### config.mk
export PLATFORM = sky130hd
export DESIGN_NAME = cmp_top
export DESIGN_NICKNAME = d
export VERILOG_FILES = /design/src/cmp_pkg.sv /design/src/cmp_sync.sv /design/src/cmp_chan.sv /design/src/cmp_top.sv
export SDC_FILE = /design/constraint.sdc
export NUM_CORES = 1
export LEC_CHECK = 0
export BUFFER_PORTS_ARGS = -buffer_cell sky130_fd_sc_hd__buf_4
export CORE_MARGIN = 4
export CORE_UTILIZATION = 40
export CTS_BUF_LIST = sky130_fd_sc_hd__clkbuf_8
export DETAILED_ROUTE_END_ITERATION = 16
export HOLD_SLACK_MARGIN = 0.03
export PLACE_DENSITY_LB_ADDON = 0.3
export SYNTH_ARGS = -nofsm -noshare
export SYNTH_HDL_FRONTEND = slang
export SYNTH_SLANG_ARGS = --single-unit
### constraint.sdc
create_clock -name mclk -period 2.13 [get_ports mclk]
set_clock_uncertainty 0.1 [all_clocks]
set_input_delay 0.639 -clock mclk [delete_from_list [all_inputs] [get_ports mclk]]
set_output_delay 0.639 -clock mclk [all_outputs]
set_load 0.01 [all_outputs]
### src/cmp_pkg.sv
/*
  Constants and carrier types for the dual comparator control block.
  Assumes an APB master with 32-bit data and byte addressing.
*/
package cmp_pkg;
  // ---------------------------------------------------------------
  // Register byte offsets
  // ---------------------------------------------------------------
  localparam logic [7:0] CMP_CTRL_OFS = 8'h00;   // Channel 0 control
  localparam logic [7:0] CMP_VOS_OFS = 8'h04;    // Channel 0 offset control
  localparam logic [7:0] CMP_STRIDE = 8'h08;     // Step between channels
  localparam logic [7:0] CMP_FLAG_OFS = 8'h40;   // Interrupt flags
  localparam logic [7:0] CMP_INTEN_OFS = 8'h44;  // Interrupt enables
  localparam int CMP_ADDR_W = 8;                 // Decoded address bits
  // ---------------------------------------------------------------
  // Field positions
  // ---------------------------------------------------------------
  localparam int CMP_ON_BIT = 6;       // Control: comparator on
  localparam int CMP_INV_BIT = 5;      // Control: result invert
  localparam int CMP_RES_BIT = 4;      // Control: compare result
  localparam int CMP_SPD_LSB = 2;      // Control: response speed
  localparam int CMP_CAL_BIT = 6;      // Offset: calibration mode
  localparam int CMP_REF_BIT = 5;      // Offset: reference select
  localparam int CMP_TRIM_LSB = 0;     // Offset: trim field
  localparam int CMP_MFE_BIT = 7;      // Enables: multi-function
  localparam int CMP_SPD_W = 2;        // Speed field width
  localparam int CMP_TRIM_W = 5;       // Trim field width
  // ---------------------------------------------------------------
  // Reset values
  // ---------------------------------------------------------------
  localparam logic [1:0] CMP_SPD_RST = 2'h0;
  localparam logic [4:0] CMP_TRIM_RST = 5'h10;
  // ---------------------------------------------------------------
  // Carrier types
  // ---------------------------------------------------------------
  // Software control fields of one channel
  typedef struct packed {
    logic on;
    logic invert;
    logic [CMP_SPD_W-1:0] speed;
  } cmp_ctrl_type;
  // Offset calibration fields of one channel
  typedef struct packed {
    logic cal_mode;
    logic cal_ref;
    logic [CMP_TRIM_W-1:0] trim;
  } cmp_vos_type;
  // Controls driven into one analog core
  typedef struct packed {
    logic power_on;
    logic hyst_en;
    logic cal_mode;
    logic cal_ref_pos;
    logic [CMP_SPD_W-1:0] speed;
    logic [CMP_TRIM_W-1:0] trim;
    logic pullup_off;
  } cmp_analog_type;
endpackage

### src/cmp_sync.sv
/*
  Two-stage synchroniser for a vector of asynchronous levels.
  Assumes each bit is an independent level; no word coherence.
*/
`timescale 1ns/1ps
module cmp_sync #(
  parameter int WIDTH = 2
) (
  input wire logic mclk,
  input wire logic rstn,
  input wire logic [WIDTH-1:0] async_in,
  output logic [WIDTH-1:0] sync_out
);
  // ---------------------------------------------------------------
  // Two flip-flop chain
  // ---------------------------------------------------------------
  logic [WIDTH-1:0] meta_reg; // First stage, read by second only
  logic [WIDTH-1:0] sync_reg; // Second stage, safe to use
  // Both stages clear at reset
  always_ff @(posedge mclk or negedge rstn) begin
    if (!rstn) begin
      meta_reg <= '0;
      sync_reg <= '0;
    end else begin
      meta_reg <= async_in;
      sync_reg <= meta_reg;
    end
  end
  assign sync_out = sync_reg;
endmodule

### src/cmp_chan.sv
/*
  Result shaping and change flag for one comparator channel.
  Assumes the raw comparison is already synchronised to mclk.
*/
`timescale 1ns/1ps
module cmp_chan (
  input wire logic mclk,
  input wire logic rstn,
  input wire logic raw_sync,
  input wire logic on,
  input wire logic invert,
  input wire logic flag_wr,
  input wire logic flag_wdata,
  output logic result,
  output logic change,
  output logic flag
);
  // ---------------------------------------------------------------
  // Result bit
  // ---------------------------------------------------------------
  logic result_reg;  // Polarity-adjusted result
  logic result_next; // Next result value
  logic flag_reg;    // Sticky change flag
  // Off forces low, otherwise apply polarity
  always_comb begin
    result_next = on ? (raw_sync ^ invert) : 1'b0;
  end
  // Result register
  always_ff @(posedge mclk or negedge rstn) begin
    if (!rstn) begin
      result_reg <= 1'b0;
    end else begin
      result_reg <= result_next;
    end
  end
  // Any change of the shaped bit counts, even one made by invert
  assign change = result_next != result_reg;
  // ---------------------------------------------------------------
  // Change flag
  // ---------------------------------------------------------------
  // Hardware set wins over a software clear in the same cycle
  always_ff @(posedge mclk or negedge rstn) begin
    if (!rstn) begin
      flag_reg <= 1'b0;
    end else if (change) begin
      flag_reg <= 1'b1;
    end else if (flag_wr) begin
      flag_reg <= flag_wdata;
    end
  end
  assign result = result_reg;
  assign flag = flag_reg;
endmodule

### src/cmp_top.sv
/*
  Dual comparator control: APB register file, result shaping,
  change flags, interrupt request and wake-up request.
  Assumes an APB master on mclk, asynchronous raw comparator
  outputs, and a low-power indication from logic on mclk.
*/
`timescale 1ns/1ps
module cmp_top
  import cmp_pkg::*;
#(
  parameter int NUM_CH = 2
) (
  input wire logic mclk,
  input wire logic rstn,
  input wire logic psel,
  input wire logic penable,
  input wire logic pwrite,
  input wire logic [31:0] paddr,
  input wire logic [31:0] pwdata,
  input wire logic [3:0] pstrb,
  output logic [31:0] prdata,
  output logic pready,
  output logic pslverr,
  input wire logic [NUM_CH-1:0] raw_compare,
  input wire logic low_power,
  output cmp_pkg::cmp_analog_type [NUM_CH-1:0] analog_ctrl,
  output logic [NUM_CH-1:0] compare_result,
  output logic int_req,
  output logic wake_req
);
  import cmp_pkg::*;

  // ---------------------------------------------------------------
  // Elaboration checks
  // ---------------------------------------------------------------
  // Enables share one byte with the multi-function bit; flags use the same low bits
  if (NUM_CH < 1 || NUM_CH > CMP_MFE_BIT) begin : g_bad_ch
    $error("NUM_CH out of range");
  end

  // ---------------------------------------------------------------
  // Declarations
  // ---------------------------------------------------------------
  cmp_ctrl_type [NUM_CH-1:0] ctrl_reg; // Control fields per channel
  cmp_vos_type [NUM_CH-1:0] vos_reg;   // Offset fields per channel
  logic [NUM_CH-1:0] int_en_reg;       // Comparator interrupt enables
  logic mfe_reg;                       // Multi-function enable
  logic [NUM_CH-1:0] raw_sync;         // Synchronised raw results
  logic [NUM_CH-1:0] change;           // Shaped result changed
  logic [NUM_CH-1:0] flag;             // Sticky change flags
  logic [NUM_CH-1:0] flag_wr;          // Flag register write strobe
  logic [31:0] prdata_reg;             // Captured read data
  logic [31:0] rd_next;                // Read data mux
  logic err_reg;                       // Captured decode miss
  logic hit_next;                      // Address maps a register
  logic int_reg;                       // Registered request
  logic wake_reg;                      // Registered wake pulse
  logic setup;                         // APB setup cycle
  logic wr_take;                       // Write takes effect
  logic wr_lane0;                      // Low byte lane written
  logic [CMP_ADDR_W-1:0] addr;         // Decoded address bits
  logic [7:0] wbyte;                   // Low write byte

  assign addr = paddr[CMP_ADDR_W-1:0];
  assign wbyte = pwdata[7:0];
  assign setup = psel && !penable;
  // Zero wait states, so every access phase completes
  assign pready = 1'b1;
  assign wr_take = psel && penable && pready && pwrite;
  assign wr_lane0 = wr_take && pstrb[0] && !err_reg;

  // ---------------------------------------------------------------
  // Input synchronisation
  // ---------------------------------------------------------------
  // The analog edge is free running; detect changes only after this
  cmp_sync #(
    .WIDTH(NUM_CH)
  ) u_sync (
    .mclk(mclk),
    .rstn(rstn),
    .async_in(raw_compare),
    .sync_out(raw_sync)
  );

  // ---------------------------------------------------------------
  // Per-channel logic
  // ---------------------------------------------------------------
  // One identical slice per comparator
  for (genvar ch = 0; ch < NUM_CH; ch++) begin : g_ch
    localparam logic [7:0] CTRL_A = 8'(CMP_CTRL_OFS + ch * CMP_STRIDE);
    localparam logic [7:0] VOS_A = 8'(CMP_VOS_OFS + ch * CMP_STRIDE);

    // Result shaping and change flag
    cmp_chan u_chan (
      .mclk(mclk),
      .rstn(rstn),
      .raw_sync(raw_sync[ch]),
      .on(ctrl_reg[ch].on),
      .invert(ctrl_reg[ch].invert),
      .flag_wr(flag_wr[ch]),
      .flag_wdata(wbyte[ch]),
      .result(compare_result[ch]),
      .change(change[ch]),
      .flag(flag[ch])
    );

    // Control register; only bits 6, 5 and 3..2 are stored
    always_ff @(posedge mclk or negedge rstn) begin
      if (!rstn) begin
        ctrl_reg[ch].on <= 1'b0;
        ctrl_reg[ch].invert <= 1'b0;
        ctrl_reg[ch].speed <= CMP_SPD_RST;
      end else if (wr_lane0 && addr == CTRL_A) begin
        ctrl_reg[ch].on <= wbyte[CMP_ON_BIT];
        ctrl_reg[ch].invert <= wbyte[CMP_INV_BIT];
        ctrl_reg[ch].speed <= wbyte[CMP_SPD_LSB+:CMP_SPD_W];
      end
    end

    // Offset register; trim resets to mid-scale
    always_ff @(posedge mclk or negedge rstn) begin
      if (!rstn) begin
        vos_reg[ch].cal_mode <= 1'b0;
        vos_reg[ch].cal_ref <= 1'b0;
        vos_reg[ch].trim <= CMP_TRIM_RST;
      end else if (wr_lane0 && addr == VOS_A) begin
        vos_reg[ch].cal_mode <= wbyte[CMP_CAL_BIT];
        vos_reg[ch].cal_ref <= wbyte[CMP_REF_BIT];
        vos_reg[ch].trim <= wbyte[CMP_TRIM_LSB+:CMP_TRIM_W];
      end
    end

    // Analog core controls
    // Nothing here looks at low_power: the core keeps running
    always_comb begin
      analog_ctrl[ch].power_on = ctrl_reg[ch].on;
      analog_ctrl[ch].hyst_en = !vos_reg[ch].cal_mode;
      analog_ctrl[ch].cal_mode = vos_reg[ch].cal_mode;
      // Reference choice only matters in calibration mode
      analog_ctrl[ch].cal_ref_pos = vos_reg[ch].cal_mode && vos_reg[ch].cal_ref;
      analog_ctrl[ch].speed = ctrl_reg[ch].speed;
      analog_ctrl[ch].trim = vos_reg[ch].trim;
      analog_ctrl[ch].pullup_off = ctrl_reg[ch].on;
    end

    // Flag write strobe for this channel's bit
    assign flag_wr[ch] = wr_lane0 && addr == CMP_FLAG_OFS;
  end

  // ---------------------------------------------------------------
  // Interrupt enable register
  // ---------------------------------------------------------------
  // Low bits enable channels, bit 7 is the multi-function enable
  always_ff @(posedge mclk or negedge rstn) begin
    if (!rstn) begin
      int_en_reg <= '0;
      mfe_reg <= 1'b0;
    end else if (wr_lane0 && addr == CMP_INTEN_OFS) begin
      int_en_reg <= wbyte[NUM_CH-1:0];
      mfe_reg <= wbyte[CMP_MFE_BIT];
    end
  end

  // ---------------------------------------------------------------
  // Interrupt and wake-up requests
  // ---------------------------------------------------------------
  // Request follows the flags one cycle later
  always_ff @(posedge mclk or negedge rstn) begin
    if (!rstn) begin
      int_reg <= 1'b0;
    end else begin
      int_reg <= (|(flag & int_en_reg)) && mfe_reg;
    end
  end

  // One-cycle pulse, only for a change on a channel whose flag is
  // still clear; presetting the flag is how software blocks wake-up
  always_ff @(posedge mclk or negedge rstn) begin
    if (!rstn) begin
      wake_reg <= 1'b0;
    end else begin
      wake_reg <= low_power && (|(change & ~flag));
    end
  end

  assign int_req = int_reg;
  assign wake_req = wake_reg;

  // ---------------------------------------------------------------
  // Read mux and decode
  // ---------------------------------------------------------------
  // Unimplemented bits are left at zero by construction
  always_comb begin
    rd_next = '0;
    hit_next = 1'b0;
    if (addr == CMP_FLAG_OFS) begin
      hit_next = 1'b1;
      rd_next[NUM_CH-1:0] = flag;
    end else if (addr == CMP_INTEN_OFS) begin
      hit_next = 1'b1;
      rd_next[NUM_CH-1:0] = int_en_reg;
      rd_next[CMP_MFE_BIT] = mfe_reg;
    end else begin
      for (int ch = 0; ch < NUM_CH; ch++) begin
        if (addr == 8'(CMP_CTRL_OFS + ch * CMP_STRIDE)) begin
          hit_next = 1'b1;
          rd_next[CMP_ON_BIT] = ctrl_reg[ch].on;
          rd_next[CMP_INV_BIT] = ctrl_reg[ch].invert;
          rd_next[CMP_RES_BIT] = compare_result[ch];
          rd_next[CMP_SPD_LSB+:CMP_SPD_W] = ctrl_reg[ch].speed;
        end else if (addr == 8'(CMP_VOS_OFS + ch * CMP_STRIDE)) begin
          hit_next = 1'b1;
          rd_next[CMP_CAL_BIT] = vos_reg[ch].cal_mode;
          rd_next[CMP_REF_BIT] = vos_reg[ch].cal_ref;
          rd_next[CMP_TRIM_LSB+:CMP_TRIM_W] = vos_reg[ch].trim;
        end
      end
    end
    // Upper address bits must be zero for a hit
    if (paddr[31:CMP_ADDR_W] != '0 || paddr[1:0] != 2'h0) begin
      hit_next = 1'b0;
      rd_next = '0;
    end
  end

  // ---------------------------------------------------------------
  // APB capture
  // ---------------------------------------------------------------
  // Read data and decode are caught in the setup cycle and shown
  // in the access phase; the result bit is thus one cycle old
  always_ff @(posedge mclk or negedge rstn) begin
    if (!rstn) begin
      prdata_reg <= '0;
      err_reg <= 1'b0;
    end else if (setup) begin
      prdata_reg <= pwrite ? 32'h0000_0000 : rd_next;
      err_reg <= !hit_next;
    end
  end

  assign prdata = prdata_reg;
  assign pslverr = psel && penable && err_reg;
endmodule

==> impl_metrics.env, run 1 <==
export IMPL_vias_per_cell=5.02
export IMPL_ant_nets=0
export IMPL_drtIter0Drc=110
export IMPL_multi_input_comb_area_um2=1060
export IMPL_yosysMostFrequentCell="buf_4"
export IMPL_ys_flop_type="dfrtp_1"
export IMPL_io_pins=138
export IMPL_setup_viol=14
export IMPL_ys_warnings_count=0
export IMPL_dp_hpwl_um=4730
export IMPL_cts_tree="built"
export IMPL_async_flop_share_pct=100
export IMPL_die_x_um=85.5
export IMPL_rsz0062_at_grt="true"
export IMPL_nNetsFinal=384
export IMPL_grt_start_max_net_pins=45
export IMPL_r2r_start="err_reg"
export IMPL_synth_top_area_cell="dfrtp_1"
export IMPL_min_period_ns=2.38
export IMPL_grt_overflow=0
export IMPL_clock_sinks=44
export IMPL_cpMostUsedCell="or4_4"
export IMPL_worstMarginPinSlew_ns=0.552
export IMPL_hold_viol_final=0
export IMPL_met1_usage_pct=20.5
export IMPL_yosysSeqAreaShare_pct=45.9
export IMPL_cpPeakStageDelay_ns=0.54
export IMPL_grtUsageTotal_pct=17.0
export IMPL_intPower_mw=1.28
export IMPL_finalWeightedCongestion=0.825
export IMPL_cts_clk_slew_worst_paths_ns=0.09
export IMPL_ys_ff_latch=44
export IMPL_drc=0
export IMPL_core_um2=5680
export IMPL_initial_utilization_pct=42.4
export IMPL_setup_slack_ns=-0.251
export IMPL_cts_htree_levels=2
export IMPL_synthesis_area_um2=2400
export IMPL_hold_ws_ns=0.216
export IMPL_max_slew_margin_pct=63.2
export IMPL_grt_pass1_wl_um=9830
export IMPL_power_mw=1.68
export IMPL_crit_path_max_fanout=4
export IMPL_maxCapViolations=0
export IMPL_met2_usage_pct=29.3
export IMPL_hold_class="input pin to asynchronous set/reset pin"
export IMPL_pwr_share_comb_pct=10.9
export IMPL_final_period_utilization_pct=112
export IMPL_path_buf_inv=1
export IMPL_yosys_area_top_type_share_pct=43.7
export IMPL_status="finished, violations left"
export IMPL_diodes=0
export IMPL_violations="setup timing"
export IMPL_synth_edf_count=0
export IMPL_crit_path_end_kind="register"
export IMPL_switchingPower_uw=405
export IMPL_synth_cells=223
export IMPL_worst_ep_arrival_time_ns=2.47
export IMPL_wire_per_inst_um=15.8
export IMPL_pwr_share_clk_pct=39.3
export IMPL_areaGrowthSynthToFinish_pct=32.8
export IMPL_grt_busiest_layer="met2"
export IMPL_vias=1912
export IMPL_drive_above_1_share_pct=49.2
export IMPL_synth_distinct_cells=36
export IMPL_p_seq_share_pct=49.9
export IMPL_wl_um=6020
export IMPL_crit_family="simple AND/OR/NAND/NOR gates"
export IMPL_peakVddDrop_v=0.000360
export IMPL_antenna_found_initial=0
export IMPL_critPathLaunchType="input pin"
export IMPL_die_area_um2=7310
export IMPL_slew_violations=0
export IMPL_firstDrtPassIters=4
export IMPL_seq_area_um2=1100
export IMPL_synthTopCellsByCount="buf_4 (43), dfrtp_1 (42), mux2_2 (21)"
export IMPL_power_density_nw_per_um2=527
export IMPL_syn_area_per_cell_um2=10.8
export IMPL_largest_register_ffs=18
export IMPL_ctsLongestPathBuffers=2
export IMPL_fmax_ghz=0.420
export IMPL_die_y_um=85.5
export IMPL_cpMaxStageDelayCell="or4_4"
export IMPL_worstPathCellList="buf_6, or4_4, or3_4, or4_4, mux2_4"
export IMPL_io_buffers=85
export IMPL_grt_pass1_vias=2008
export IMPL_cts_buffers_inserted=5
export IMPL_num_fill_cells=513
export IMPL_crit_required_ns=2.22
export IMPL_cts_root_buf="clkbuf_8"
export IMPL_startpoint="paddr[1]"
export IMPL_switching_share_pct=24.0
export IMPL_p_leak_nw=1.59
export IMPL_row_count=27
export IMPL_synth_area_leaders="dfrtp_1 (44%), buf_4 (13%), mux2_2 (9.8%)"
export IMPL_r2r_setup_slack_ns=0.48
export IMPL_path_class="input pin to register"
export IMPL_use_met3_pct=5.57
export IMPL_worstSkewPairLatency_ns=0.30
per-stage QoR:
step,util [%],instances,area (um2),setup TNS [ns],worst slack (ns)
after CTS,55.9,381,3170,-2.37,-0.248
after floorplan,-,246,2490,-6.84,-0.616
final,56.3,381,3190,-2.44,-0.251
after detailed placement,52.9,371,3000,-16.35,-0.627
after global routing,56.3,381,3190,-3.08,-0.260
after global placement,52.9,371,3000,-15.52,-0.598
routing by layer:
metal	share of wire (%)	wire, um	vias up
li1	-	-	903
met1	40	2420	910
met2	48	2910	93
met3	10	619	6
met4	1.0	61	0
met5	0	0	-
layout by cell type (no fill, tap or decap), drive strengths merged, types with 6 or more instances in the layout:
cell,netlist,layout
mux2,25,25
nor3,7,7
dfrtp,42,42
conb,2,25
nand4,6,6
buf,47,105
nor4,7,7
a21oi,7,7
nand2,6,6
o21ai,9,9
mux2i,7,7
final timing paths:
check,to,cells after the start
setup / recovery,analog_ctrl[0],5
hold / removal,int_en_reg[0],1
setup reg to reg,int_en_reg[0],4
hold reg to reg,u_sync.sync_out[1],0
max in group asynchronous,analog_ctrl[5],1
min in group mclk,u_sync.sync_out[1],0
timing repair:
| item | 4_1_cts | 5_1_grt |
|---|---|---|
| setup endpoints to repair | 31 | 25 |
| pin swaps | 4 | 1 |
| gates resized for setup | 16 | 5 |
| hold buffers | 0 | 0 |
| setup buffers | 2 | 0 |
cells by family (layout without fill, tap and decap cells):
family	after synthesis	in the layout	synth area share, %
simple gates	57	57	13.8
other cells	2	25	0.312
xor+xnor	2	2	0.729
mux	32	32	15.3
compound gates	31	31	8.28
flops	44	44	45.9
buf+inv	55	118	15.7
layout make-up:
type / count / area share [%]
multi-input cells: 147 / 33.3
repair buffers: 105 / 25.0
well taps: 72 / 2.82
flip-flops and latches: 44 / 34.6
clock inverters: 3 / 1.49
inverters: 5 / 0.588
clock buffers: 5 / 2.16
worst reg2reg max path: stages (launching register included):
cell	delay [ns]
dfrtp_1	0.41
nor2_1	0.34
buf_4	0.20
nand4_1	0.18
mux2_2	0.32
power by group through the flow:
stage	sequential [mW]	combinational [mW]	clock, mW
3_3_place_gp	0.856	0.176	0
4_1_cts	0.840	0.183	0.668
5_1_grt	0.841	0.203	0.720
6_report	0.840	0.183	0.661
2_1_floorplan	0.856	0.0951	0
3_5_place_dp	0.856	0.178	0
No activity file was read; power rests on OpenSTA's default activity.
==> run 2: changes to the inputs <==
Settings changed: CORE_UTILIZATION 40 to 45.
==> run 2 against run 1 <==
  * The run still ends with setup timing left
  * Wire length down 3.2%
  * Clock-buffer cell count stayed put
  * Largest power group unchanged
  * Utilization up 6.0 points
==> impl_metrics.env, run 2 (synthesis gave the netlist of run 1 again) <==
export IMPL_critPathLaunchType="input pin"
export IMPL_pre_cts_ws_ns=-0.636
export IMPL_worstPathCellList="buf_6, or4_4, or3_4, or4_4, mux2_4"
export IMPL_met2_usage_pct=28.3
export IMPL_grt_pass1_wl_um=8990
export IMPL_cts_buffers_inserted=5
export IMPL_io_pins=138
export IMPL_largest_register_ffs=18
export IMPL_final_period_utilization_pct=113
export IMPL_num_fill_cells=435
export IMPL_path_buf_inv=1
export IMPL_drc=0
export IMPL_wire_per_inst_um=15.3
export IMPL_startpoint="paddr[1]"
export IMPL_ant_nets=0
export IMPL_rsz0062_at_grt="true"
export IMPL_crit_required_ns=2.22
export IMPL_die_area_um2=6570
export IMPL_antenna_found_initial=0
export IMPL_max_slew_margin_pct=63.4
export IMPL_worstSkewPairLatency_ns=0.30
export IMPL_dp_hpwl_um=4460
export IMPL_fin_setup_tns_ns=-3.91
export IMPL_hold_viol_final=0
export IMPL_layout_commonest_cell="buf_4"
export IMPL_ctsLongestPathBuffers=2
export IMPL_use_met3_pct=5.99
export IMPL_areaGrowthSynthToFinish_pct=33.2
export IMPL_grtUsageTotal_pct=17.9
export IMPL_crit_family="simple AND/OR/NAND/NOR gates"
export IMPL_cpMaxStageDelayCell="or4_4"
export IMPL_cpPeakStageDelay_ns=0.54
export IMPL_clock_sinks=44
export IMPL_initial_utilization_pct=46.8
export IMPL_vias=1899
export IMPL_worstMarginPinSlew_ns=0.550
export IMPL_final_cell_mix="buf_4 (102), dfrtp_1 (42), conb_1 (25)"
export IMPL_fin_cells=381
export IMPL_met1_usage_pct=22.3
export IMPL_p_leak_nw=1.60
export IMPL_crit_path_max_fanout=4
export IMPL_min_period_ns=2.40
export IMPL_drtIter0Drc=89
export IMPL_path_class="input pin to register"
export IMPL_cts_htree_levels=2
export IMPL_die_x_um=81.1
export IMPL_seq_area_um2=1100
export IMPL_maxCapViolations=0
export IMPL_violations="setup timing"
export IMPL_wl_um=5830
export IMPL_nNetsFinal=386
export IMPL_setup_viol=31
export IMPL_hold_ws_ns=0.213
export IMPL_hold_class="input pin to asynchronous set/reset pin"
export IMPL_worst_ep_arrival_time_ns=2.49
export IMPL_grt_start_max_net_pins=45
export IMPL_core_um2=5140
export IMPL_vias_per_cell=4.98
export IMPL_setup_slack_ns=-0.272
export IMPL_grt_overflow=0
export IMPL_r2r_start="err_reg"
export IMPL_finalWeightedCongestion=0.838
export IMPL_grt_pass1_vias=1912
export IMPL_cts_tree="built"
export IMPL_fmax_ghz=0.416
export IMPL_cts_clk_slew_worst_paths_ns=0.08
export IMPL_io_buffers=85
export IMPL_die_y_um=81.1
export IMPL_place_inst=369
export IMPL_cts_root_buf="clkbuf_8"
export IMPL_grt_busiest_layer="met2"
export IMPL_cts_hold_buf=0
export IMPL_status="finished, violations left"
export IMPL_slew_violations=0
export IMPL_cpMostUsedCell="or4_4"
export IMPL_firstDrtPassIters=4
export IMPL_power_density_nw_per_um2=517
export IMPL_power_mw=1.65
export IMPL_peakVddDrop_v=0.000313
export IMPL_multi_input_comb_area_um2=1060
export IMPL_drive_above_1_share_pct=48.9
export IMPL_crit_path_end_kind="register"
export IMPL_diodes=0
export IMPL_row_count=26
## run 2: cell types whose count changed in the layout (fill, tap and decap cells not counted)
cell and change:
buf_6 +2, clkinv_2 +1, clkinv_4 -2, inv_1 +1
o21ai_1 +1, o21ai_2 -1
## run 2: worst paths after layout
path	to	slack, ns	depth (start not counted)
max	analog_ctrl[0]	-0.27	5
max in group asynchronous	analog_ctrl[17]	1.33	1
min in group mclk	u_sync.sync_out[0]	0.25	0
min	mfe_reg	0.21	1
max reg2reg	analog_ctrl[14]	0.47	4
min reg2reg	u_sync.sync_out[0]	0.25	0
## run 2: layout make-up
| class | count | share of cell area, % |
|---|---|---|
| Clock buffer | 5 | 2.15 |
| Clock inverter | 3 | 1.21 |
| Inverter | 5 | 0.586 |
| Multi-Input combinational cell | 147 | 33.2 |
| Sequential cell | 44 | 34.5 |
| Tap cell | 70 | 2.74 |
| Timing Repair Buffer | 107 | 25.7 |
## run 2: what timing repair did
action                                  in CTS  in global routing
gates resized for setup                     17                  5
endpoints found under the setup margin      31                 21
setup buffers                                1                  3
pin swaps                                    6                  6
## run 2: metrics by stage
step,area [um2],util [%]
detailed placement,3000,58.3
finish,3200,62.3
floorplan,2490,-
CTS,3160,61.5
global route,3200,62.3
global placement,3000,58.3
## run 2: layer usage
| layer | vias up | routed length [um] | part of all wire (%) |
|---|---|---|---|
| met4 | 0 | 133 | 2.3 |
| met2 | 97 | 2690 | 46 |
| met5 | - | 0 | 0 |
| met1 | 890 | 2380 | 41 |
| li1 | 901 | - | - |
| met3 | 11 | 626 | 11 |
## run 2: power by group
part | total (mW) | switching [mW] | internal (mW)
Sequential | 0.840 | 0.00120 | 0.839
Clock | 0.630 | 0.287 | 0.343
Combinational | 0.184 | 0.0953 | 0.0884
Total | 1.65 | 0.383 | 1.27
==> run 3: changes to the inputs <==
Settings changed: BUFFER_PORTS_ARGS -buffer_cell sky130_fd_sc_hd__buf_4 to default, CORE_UTILIZATION 45 to 55, CTS_CLUSTER_DIAMETER from default to 60, DONT_BUFFER_PORTS from default to 1.
==> run 3 against run 2 <==
  * The run still ends with setup timing left
  * Register-to-register slack got worse by 0.03 ns
  * Worst hold slack got worse by 0.14 ns
  * Critical path type unchanged
  * Clock-buffer cell count stayed put
  * Worst setup slack gained 0.086 ns
  * Non-clock buffer count decreased by 98
  * Combinational power decreased by 56%
  * Final area down 24%
  * Critical path depth fell by 1
  * Global-route usage increased by 1.6 points
  * Wire length is 9.6% lower
  * Critical endpoint is now analog_ctrl[6]
  * Total power grew 0.37%
  * Highest routed layer unchanged
==> impl_metrics.env, run 3 (synthesis gave the netlist of run 1 again) <==
export IMPL_crit_path_max_fanout=4
export IMPL_fmax_ghz=0.432
export IMPL_layout_commonest_cell="dfrtp_1"
export IMPL_die_area_um2=5490
export IMPL_hold_class="input pin to asynchronous set/reset pin"
export IMPL_grt_pass1_vias=1610
export IMPL_wire_per_inst_um=20.0
export IMPL_io_pins=138
export IMPL_power_mw=1.66
export IMPL_grtUsageTotal_pct=19.5
export IMPL_dp_hpwl_um=4030
export IMPL_clock_sinks=44
export IMPL_nNetsFinal=288
export IMPL_final_period_utilization_pct=109
export IMPL_die_y_um=74.1
export IMPL_worst_ep_arrival_time_ns=2.40
export IMPL_finalWeightedCongestion=0.763
export IMPL_firstDrtPassIters=4
export IMPL_initial_utilization_pct=58.4
export IMPL_max_slew_margin_pct=66.1
export IMPL_setup_slack_ns=-0.185
export IMPL_slew_violations=0
export IMPL_grt_pass1_wl_um=7910
export IMPL_core_um2=4120
export IMPL_grt_start_max_net_pins=43
export IMPL_peakVddDrop_v=0.000500
export IMPL_critPathLaunchType="input pin"
export IMPL_areaGrowthSynthToFinish_pct=1.41
export IMPL_hold_viol_final=0
export IMPL_largest_register_ffs=18
export IMPL_reg2regPathDepth=4
export IMPL_status="finished, violations left"
export IMPL_drc=0
export IMPL_worstSkewPairLatency_ns=0.30
export IMPL_cts_buffers_inserted=5
export IMPL_power_density_nw_per_um2=681
export IMPL_maxCapViolations=0
export IMPL_row_count=23
export IMPL_cts_root_buf="clkbuf_8"
export IMPL_path_class="input pin to register"
export IMPL_setup_viol=12
export IMPL_num_fill_cells=354
export IMPL_vias_per_cell=5.95
export IMPL_final_cell_mix="dfrtp_1 (42), conb_1 (25), mux2_2 (21)"
export IMPL_io_buffers=0
export IMPL_ctsLongestPathBuffers=2
export IMPL_drive_above_1_share_pct=23.5
export IMPL_diodes=0
export IMPL_die_x_um=74.1
export IMPL_pre_cts_ws_ns=-0.518
export IMPL_crit_path_end_kind="register"
export IMPL_min_period_ns=2.32
export IMPL_drtIter0Drc=82
export IMPL_ant_nets=0
export IMPL_wl_um=5270
export IMPL_cts_tree="built"
export IMPL_grt_overflow=0
export IMPL_vias=1566
export IMPL_rsz0062_at_grt="true"
export IMPL_antenna_found_initial=0
export IMPL_crit_required_ns=2.21
export IMPL_cts_clk_slew_worst_paths_ns=0.08
export IMPL_p_leak_nw=1.11
export IMPL_worstMarginPinSlew_ns=0.507
export IMPL_cts_htree_levels=2
export IMPL_violations="setup timing"
-- run 3: worst paths after layout --
path,start,endpoint,slack (ns)
max,paddr[1],analog_ctrl[6],-0.19
min in group mclk,u_sync.meta_reg[1],u_sync.sync_out[1],0.25
min,rstn,prdata[7],0.08
max reg2reg,err_reg,analog_ctrl[14],0.44
min reg2reg,u_sync.meta_reg[1],u_sync.sync_out[1],0.25
max in group asynchronous,rstn,u_sync.meta_reg[0],1.65
-- run 3: area by class of cell --
| class | instances | area, um2 | share of cell area (%) |
|---|---|---|---|
| flip-flops and latches | 44 | 1100 | 45.3 |
| clock inverters | 3 | 63.8 | 2.62 |
| repair buffers | 9 | 80.1 | 3.29 |
| well taps | 50 | 62.6 | 2.57 |
| clock buffers | 5 | 68.8 | 2.82 |
| inverters | 5 | 18.8 | 0.770 |
| multi-input cells | 147 | 1040 | 42.7 |
-- run 3: power breakdown --
part	total (mW)	internal, mW	switching [mW]
Clock	0.739	0.464	0.275
Combinational	0.0804	0.0258	0.0546
Sequential	0.840	0.839	0.00136
-- run 3: worst max-delay path, cell delays in order --
cell and delay [ns]:
or4_4 0.53, or3_4 0.36, or4_4 0.55, mux2_4 0.32
-- run 3: what timing repair did --
action                                  in CTS  in global routing
buffers inserted                             1                  0
endpoints found under the hold margin       42                  0
gates resized for setup                      5                  3
hold buffers                                 1                  0
endpoints found under the setup margin      13                 26
-- run 3: per-stage QoR --
| step | utilization [%] | setup TNS, ns | hold slack, ns | std cells | instance area [um2] |
|---|---|---|---|---|---|
| after floorplan | - | -6.84 | 0.231 | 246 | 2490 |
| after global placement | 54.7 | -9.44 | 0.237 | 253 | 2250 |
| after detailed placement | 54.7 | -9.96 | 0.235 | 253 | 2250 |
| after CTS | 58.8 | -1.19 | 0.0670 | 263 | 2420 |
| after global routing | 59.2 | -1.95 | 0.0587 | 263 | 2440 |
| final | 59.2 | -1.23 | 0.0751 | 263 | 2440 |
-- run 3: metal layers --
layer	wire length, um	GRT usage [%]	up-vias	share of wire (%)
met2	2580	32.3	94	49
met4	127	8.05	0	2.4
li1	-	-	705	-
met3	667	8.78	13	13
met1	1890	21.8	754	36
met5	0	0	-	0
